--- src/mrr_pkg.sv ---
// Constants, register map and state types for the round-robin configuration bank.
// Assumes a serial front end on ref_clk that delivers decoded byte accesses.
package mrr_pkg;

    // Register byte offsets
    localparam logic [7:0] MRR_OFF_CYCLE_EN   = 8'h06;
    localparam logic [7:0] MRR_OFF_CHAN_MASK  = 8'h07;
    localparam logic [7:0] MRR_OFF_EDGE_SEL   = 8'h09;
    localparam logic [7:0] MRR_OFF_RESET_KEY  = 8'h0B;

    // Reset values
    localparam logic [7:0] MRR_RST_CYCLE_EN   = 8'h00;
    localparam logic [7:0] MRR_RST_MASK_EIGHT = 8'hFF;
    localparam logic [7:0] MRR_RST_MASK_FOUR  = 8'h0F;
    localparam logic [7:0] MRR_RST_EDGE_SEL   = 8'h00;
    localparam logic [7:0] MRR_RST_RESET_KEY  = 8'h00;

    // Writable bits of the channel mask register in each variant
    localparam logic [7:0] MRR_WMASK_EIGHT    = 8'hFF;
    localparam logic [7:0] MRR_WMASK_FOUR     = 8'h0F;

    // Field positions
    localparam int unsigned MRR_BIT_CYCLE_EN  = 0;
    localparam int unsigned MRR_BIT_EDGE_RISE = 0;

    // Software reset key sequence
    localparam logic [7:0] MRR_KEY_FIRST      = 8'hA3;
    localparam logic [7:0] MRR_KEY_SECOND     = 8'h05;

    // Channel counts of the two variants
    localparam logic [3:0] MRR_NCHAN_EIGHT    = 4'h8;
    localparam logic [3:0] MRR_NCHAN_FOUR     = 4'h4;

    // Software reset key sequence states
    typedef enum logic [0:0] {
        MRR_KEY_IDLE,
        MRR_KEY_ARMED
    } mrr_key_e;

    // Complete state of the configuration bank
    typedef struct packed {
        logic       cycle_en;
        logic [7:0] chan_mask;
        logic       edge_rise;
        mrr_key_e   key_state;
        logic [2:0] cur_chan;
        logic [7:0] rdata;
        logic       step;
    } mrr_bank_s;

    // Complete state of the strobe synchroniser
    typedef struct packed {
        logic [2:0] sync;
        logic       primed;
        logic       level;
        logic       rise;
        logic       fall;
    } mrr_sync_s;

endpackage : mrr_pkg

--- src/mrr_strobe_sync.sv ---
// Synchroniser and edge detector for the convert strobe pin.
// Assumes the pin is asynchronous to ref_clk and stays stable for two cycles.
`timescale 1ns/10ps
module mrr_strobe_sync
    import mrr_pkg::*;
(
    // Clock and reset
    input  wire logic ref_clk,
    input  wire logic rst_b,
    // Pin from outside the clock domain
    input  wire logic strobe_pin,
    // Clean edge pulses
    output logic      rise_pulse,
    output logic      fall_pulse
);

    mrr_sync_s s_q;
    mrr_sync_s s_d;

    // Shift the pin in; a change counts once stages two and three agree
    always_comb begin
        s_d      = s_q;
        s_d.sync = {s_q.sync[1:0], strobe_pin};
        s_d.rise = 1'b0;
        s_d.fall = 1'b0;
        if (s_q.sync[1] == s_q.sync[2]) begin
            if (!s_q.primed) begin
                // Reset zeros in stages two and three are the first settled level, with no edge; a pin high from reset then gives a rise
                s_d.primed = 1'b1;
                s_d.level  = s_q.sync[2];
            end else if (s_q.sync[2] != s_q.level) begin
                s_d.level = s_q.sync[2];
                s_d.rise  = s_q.sync[2];
                s_d.fall  = !s_q.sync[2];
            end
        end
    end

    // State register
    always_ff @(posedge ref_clk or negedge rst_b) begin
        if (!rst_b) begin
            s_q <= '0;
        end else begin
            s_q <= s_d;
        end
    end

    assign rise_pulse = s_q.rise;
    assign fall_pulse = s_q.fall;

endmodule : mrr_strobe_sync

--- src/mrr_config_bank.sv ---
// Round-robin configuration registers of a serially controlled multiplexer.
// Assumes the serial front end decodes frames into one-cycle byte accesses on ref_clk.
`timescale 1ns/10ps
module mrr_config_bank
    import mrr_pkg::*;
#(
    parameter logic FOUR_CHAN = 1'b0
)(
    // Clock and reset
    input  wire logic       ref_clk,
    input  wire logic       rst_b,
    // Register access from the serial front end
    input  wire logic       reg_wr_en,
    input  wire logic       reg_rd_en,
    input  wire logic [7:0] reg_addr,
    input  wire logic [7:0] reg_wdata,
    output logic      [7:0] reg_rdata,
    // Convert strobe pin
    input  wire logic       convert_strobe_pin,
    // Sequence state towards the switch drivers
    output logic            cycle_active,
    output logic      [7:0] cycle_channel_mask,
    output logic      [2:0] cycle_channel,
    output logic            cycle_step
);

    // Variant dependent constants
    localparam logic [7:0] MASK_RST = FOUR_CHAN ? MRR_RST_MASK_FOUR : MRR_RST_MASK_EIGHT;
    localparam logic [7:0] MASK_WR  = FOUR_CHAN ? MRR_WMASK_FOUR : MRR_WMASK_EIGHT;
    localparam logic [3:0] NCHAN    = FOUR_CHAN ? MRR_NCHAN_FOUR : MRR_NCHAN_EIGHT;

    mrr_bank_s s_q;
    mrr_bank_s s_d;

    logic      strobe_rise;
    logic      strobe_fall;
    logic      active_edge;
    logic      wr_key;
    logic      wr_key_first;
    logic      wr_key_second;
    logic [2:0] next_chan;

    // Clean strobe edges
    mrr_strobe_sync u_sync (
        .ref_clk    (ref_clk),
        .rst_b      (rst_b),
        .strobe_pin (convert_strobe_pin),
        .rise_pulse (strobe_rise),
        .fall_pulse (strobe_fall)
    );

    // Next included channel above the current one, wrapping; holds if none
    function automatic logic [2:0] mrr_next_chan(
        input logic [2:0] cur,
        input logic [7:0] mask
    );
        logic [3:0] idx;
        logic       found;
        mrr_next_chan = cur;
        found         = 1'b0;
        for (int i = 1; i <= 8; i++) begin
            idx = 4'(cur) + 4'(i);
            if (idx >= NCHAN) begin
                idx = idx - NCHAN;
            end
            if (!found && (4'(i) <= NCHAN) && mask[idx[2:0]]) begin
                mrr_next_chan = idx[2:0];
                found         = 1'b1;
            end
        end
    endfunction : mrr_next_chan

    // Edge choice and key decode
    assign active_edge   = s_q.edge_rise ? strobe_rise : strobe_fall;
    assign wr_key        = reg_wr_en && (reg_addr == MRR_OFF_RESET_KEY);
    assign wr_key_first  = wr_key && (reg_wdata == MRR_KEY_FIRST);
    assign wr_key_second = wr_key && (reg_wdata == MRR_KEY_SECOND)
                           && (s_q.key_state == MRR_KEY_ARMED);
    assign next_chan     = mrr_next_chan(s_q.cur_chan, s_q.chan_mask);

    // Register writes, key sequence, read data and channel stepping
    always_comb begin
        s_d      = s_q;
        s_d.step = 1'b0;

        // Round-robin stepping on the chosen strobe edge
        if (s_q.cycle_en && active_edge) begin
            s_d.cur_chan = next_chan;
            s_d.step     = 1'b1;
        end

        // Ordinary register writes; reserved bits are dropped
        if (reg_wr_en) begin
            case (reg_addr)
                MRR_OFF_CYCLE_EN: begin
                    s_d.cycle_en = reg_wdata[MRR_BIT_CYCLE_EN];
                end
                MRR_OFF_CHAN_MASK: begin
                    s_d.chan_mask = reg_wdata & MASK_WR;
                end
                MRR_OFF_EDGE_SEL: begin
                    s_d.edge_rise = reg_wdata[MRR_BIT_EDGE_RISE];
                end
                default: begin
                end
            endcase
        end

        // Key sequence: while armed, any write other than the first or second key disarms
        case (s_q.key_state)
            MRR_KEY_IDLE: begin
                if (wr_key_first) begin
                    s_d.key_state = MRR_KEY_ARMED;
                end
            end
            MRR_KEY_ARMED: begin
                if (reg_wr_en && !wr_key_second) begin
                    s_d.key_state = wr_key_first ? MRR_KEY_ARMED : MRR_KEY_IDLE;
                end
            end
            default: begin
                s_d.key_state = MRR_KEY_IDLE;
            end
        endcase

        // Full software reset of every register except the read data
        if (wr_key_second) begin
            s_d.cycle_en  = MRR_RST_CYCLE_EN[MRR_BIT_CYCLE_EN];
            s_d.chan_mask = MASK_RST;
            s_d.edge_rise = MRR_RST_EDGE_SEL[MRR_BIT_EDGE_RISE];
            s_d.key_state = MRR_KEY_IDLE;
            s_d.cur_chan  = 3'h0;
            s_d.step      = 1'b0;
        end

        // Read data; reserved and unmapped bits read as zero
        if (reg_rd_en) begin
            case (reg_addr)
                MRR_OFF_CYCLE_EN: begin
                    s_d.rdata = {7'h00, s_q.cycle_en};
                end
                MRR_OFF_CHAN_MASK: begin
                    s_d.rdata = s_q.chan_mask & MASK_WR;
                end
                MRR_OFF_EDGE_SEL: begin
                    s_d.rdata = {7'h00, s_q.edge_rise};
                end
                MRR_OFF_RESET_KEY: begin
                    s_d.rdata = MRR_RST_RESET_KEY;
                end
                default: begin
                    s_d.rdata = 8'h00;
                end
            endcase
        end
    end

    // State register with documented reset values
    always_ff @(posedge ref_clk or negedge rst_b) begin
        if (!rst_b) begin
            s_q.cycle_en  <= MRR_RST_CYCLE_EN[MRR_BIT_CYCLE_EN];
            s_q.chan_mask <= MASK_RST;
            s_q.edge_rise <= MRR_RST_EDGE_SEL[MRR_BIT_EDGE_RISE];
            s_q.key_state <= MRR_KEY_IDLE;
            s_q.cur_chan  <= 3'h0;
            s_q.rdata     <= 8'h00;
            s_q.step      <= 1'b0;
        end else begin
            s_q <= s_d;
        end
    end

    // Outputs straight from the state register
    assign reg_rdata          = s_q.rdata;
    assign cycle_active       = s_q.cycle_en;
    assign cycle_channel_mask = s_q.chan_mask;
    assign cycle_channel      = s_q.cur_chan;
    assign cycle_step         = s_q.step;

endmodule : mrr_config_bank

--- config.mk ---
export PLATFORM = sky130hd
export DESIGN_NAME = mrr_config_bank
export DESIGN_NICKNAME = d
export VERILOG_FILES = /design/src/mrr_pkg.sv /design/src/mrr_strobe_sync.sv /design/src/mrr_config_bank.sv
export SDC_FILE = /design/constraint.sdc
export NUM_CORES = 1
export LEC_CHECK = 0
export ABC_AREA = 1
export BUFFER_PORTS_ARGS = -buffer_cell sky130_fd_sc_hd__buf_2
export CORE_MARGIN = 2
export CORE_UTILIZATION = 57
export CTS_BUF_LIST = sky130_fd_sc_hd__clkbuf_8
export DETAILED_ROUTE_END_ITERATION = 12
export PLACE_DENSITY = 0.79
export SLEW_MARGIN = 20
export SYNTH_ARGS = -nofsm -noshare
export SYNTH_HDL_FRONTEND = slang
export SYNTH_SLANG_ARGS = --single-unit
--- constraint.sdc ---
create_clock -name ref_clk -period 3 [get_ports ref_clk]
set_input_delay 0.6 -clock ref_clk [delete_from_list [all_inputs] [get_ports ref_clk]]
set_output_delay 0.6 -clock ref_clk [all_outputs]
set_load 0.01 [all_outputs]
==> metrics <==
most frequent cells in the layout=nand2_1, inv_1, buf_2; worst-path fanout max=12; total gr overflow=0; wire length per cell=12.5 um; crit start category=flop; Initial Utilization=59.3%; area of the core=0.00366 mm^2; switching power=1.10 mW; Synth Register Bits=30; Die Span Y=65.7 um; worst hold-check path type=in2async; PwrDens=927 mW/mm^2; Required @ worst endpoint=3.17 ns; CP cell instances=inv_4 -> ha_1 -> inv_1 -> nand3_1 -> nand2_1 -> nand2_1 -> nand2_1 -> nand4_1 -> nor2_1 -> nor2_1 -> nor2_1 -> nor2_1 -> nand2_1 -> nand2_1; pins over their slew limit=0; Logic pwr share=62.5%; Max-cap violations=0; Root Driver=clkbuf_8; synth top area cells=dfrtp_1, nand2_1, dfstp_2; Post-synth EDFFs=0; YS warnings=0; Seq pwr share=24.0%; Post-CTS Resized=0; routability congestion estimate=0.963; post-synthesis cell type count=32; critical path arrival=2.66 ns; number of remaining DRC errors=0; Synth top area share=25.4%; Fill cells=354; Setup CP Type=reg2reg; dominant cell type by area after synthesis=dfrtp_1; Leak=1.23 nW; crit-path leading delay family=simple AND/OR/NAND/NOR gates; Layout Skew=0.00493 ns; antenna cells=0; sequential fraction of the synthesis area=35.0%; I/O Buffers=41; die area=0.00432 mm^2; internal power=1.06 mW; IO Pins=42; Post-DRT Antenna Nets=0; syn nets=334; Sequential Area=761 um^2; Setup TNS Final=0 ns; Detailed Place HPWL=3760 um; worst hold slack=0.347 ns; vias in the first global route=1986; routed vias/inst=5.34; IR drop worst, VDD=0.421 mV; CTS Sinks=30; f_max=0.402 GHz; Crit path depth=14; clk buf depth=2; Worst-Skew Late Latency=0.28 ns; drt initial violations=182; P&R area growth vs syn=7.61%; RSZ-0062 raised after global routing=false; drt first pass iters=4; Async S/R FF share, synth=100%; Synth Instances=309; commonest non-fill, non-tap cell in the layout=nand2_1; Total Wirelength=4790 um; area of the multi-input gates=0.00107 mm^2; largest net degree at the start of global routing=31; TritonCTS clock tree=done; Nets=358; period utilization=82.9%; first-pass GRT wire length=8540 um; R2R cell count=14; Netlist Area Pre-Place=0.00217 mm^2; Via Count=2038; H-tree depth=2; crit path capture type=flop; # hold bufs at CTS=0; Worst-Margin Slew=0.644 ns; slowest CP cell=dfrtp_1; clock slew at reported path FFs=0.06 ns; Final setup violation count=0; final hold vios=0; Synth Flop Type=dfrtp_1; Post-CTS Setup Bufs=0; mean post-synth cell area=7.03 um^2; sw frac=51.0%; run status=finished, final reports clean; worst rel slew slack=57.1%; Clk network pwr share=13.6%; min cycle time layout=2.49 ns; layout cells sized above 1=21.3%; Crit path buffers/inverters=2; most used cell, CP=nand2_1; CTS buffer count=5; Max stage delay on crit path=0.59 ns; standard-cell rows=22; Die X=65.7 um; antenna violations before repair=0; Tot GR Track Use=25.3%
cell usage after synthesis, types with 2 or more instances:
master / n
nand2_2: 4
nor2_1: 27
xnor2_1: 2
nand2_1: 79
buf_4: 20
a31oi_1: 5
clkbuf_1: 2
a21oi_1: 10
nand4_2: 2
o22ai_1: 7
nand3_2: 3
inv_2: 3
ha_1: 4
dfstp_2: 8
o21a_1: 2
inv_1: 38
nand3_1: 39
buf_6: 2
o21ai_0: 8
nand4_1: 5
nor3_1: 4
dfrtp_1: 22
nor4_1: 4
path summary, 6_finish.rpt:
kind                       slack (ns)          endpoint        startpoint
hold / removal                   0.35     u_sync.s_d[5]             rst_b
setup / recovery                 0.51  cycle_channel[1]  cycle_channel[0]
setup reg to reg                 0.51  cycle_channel[1]  cycle_channel[0]
max in group asynchronous        2.23      reg_rdata[4]             rst_b
hold reg to reg                  0.36     u_sync.s_d[6]     u_sync.s_d[5]
min in group ref_clk             0.36     u_sync.s_d[6]     u_sync.s_d[5]
registers in the layout, summed over array words and instances (netlist names):
| name | cells |
|---|---|
| cycle_channel_mask | 8 |
| reg_rdata | 8 |
| cycle_channel | 3 |
| u_sync.s_q | 3 |
| s_q | 2 |
| u_sync.s_d | 2 |
| cycle_active | 1 |
| cycle_step | 1 |
| u_sync.fall_pulse | 1 |
| u_sync.rise_pulse | 1 |
per-stage QoR:
step / std cells / setup WS (ns) / instance area, um^2 / util [%] / power [mW]
after floorplan: 309 / 0.908 / 2170 / - / 1.63
after global placement: 374 / 0.539 / 2260 / 61.6 / 1.86
after detailed placement: 374 / 0.529 / 2260 / 61.6 / 1.86
after CTS: 382 / 0.512 / 2340 / 63.8 / 2.16
after global routing: 382 / 0.159 / 2340 / 63.8 / 2.40
final: 382 / 0.512 / 2340 / 63.8 / 2.17
logic make-up (layout without fill, tap and decap cells):
group,count (synthesis),count (layout),share of synthesized area (%)
DFF,30,30,35.0
buffers and inverters,66,91,15.7
xor gates and xnor gates,2,2,0.807
AOI/OAI and AO/OA,37,37,10.5
adders and majority gates,4,4,2.31
and+or+nand+nor,170,170,35.6
routing by layer:
metal | global-route usage [%] | up-vias | routed length, um
met2 | 43.6 | 62 | 2280
li1 | - | 1043 | -
met5 | 0 | - | 0
met4 | 7.03 | 0 | 42
met3 | 4.97 | 5 | 270
met1 | 32.2 | 928 | 2200
power groups by stage:
stage,Sequential (mW),Clock [mW],Combinational [mW]
final,0.519,0.294,1.35
after global routing,0.528,0.320,1.55
after CTS,0.519,0.299,1.34
after detailed placement,0.525,0,1.34
after global placement,0.521,0,1.34
after floorplan,0.494,0,1.13
final cells by class:
cell class | instances | area share [%]
Clock inverter | 3 | 0.482
Multi-Input combinational cell | 213 | 45.8
Inverter | 42 | 6.86
Timing Repair Buffer | 41 | 8.78
Sequential cell | 30 | 32.6
Tap cell | 48 | 2.57
Clock buffer | 5 | 2.95
No activity file was read; power rests on OpenSTA's default activity.
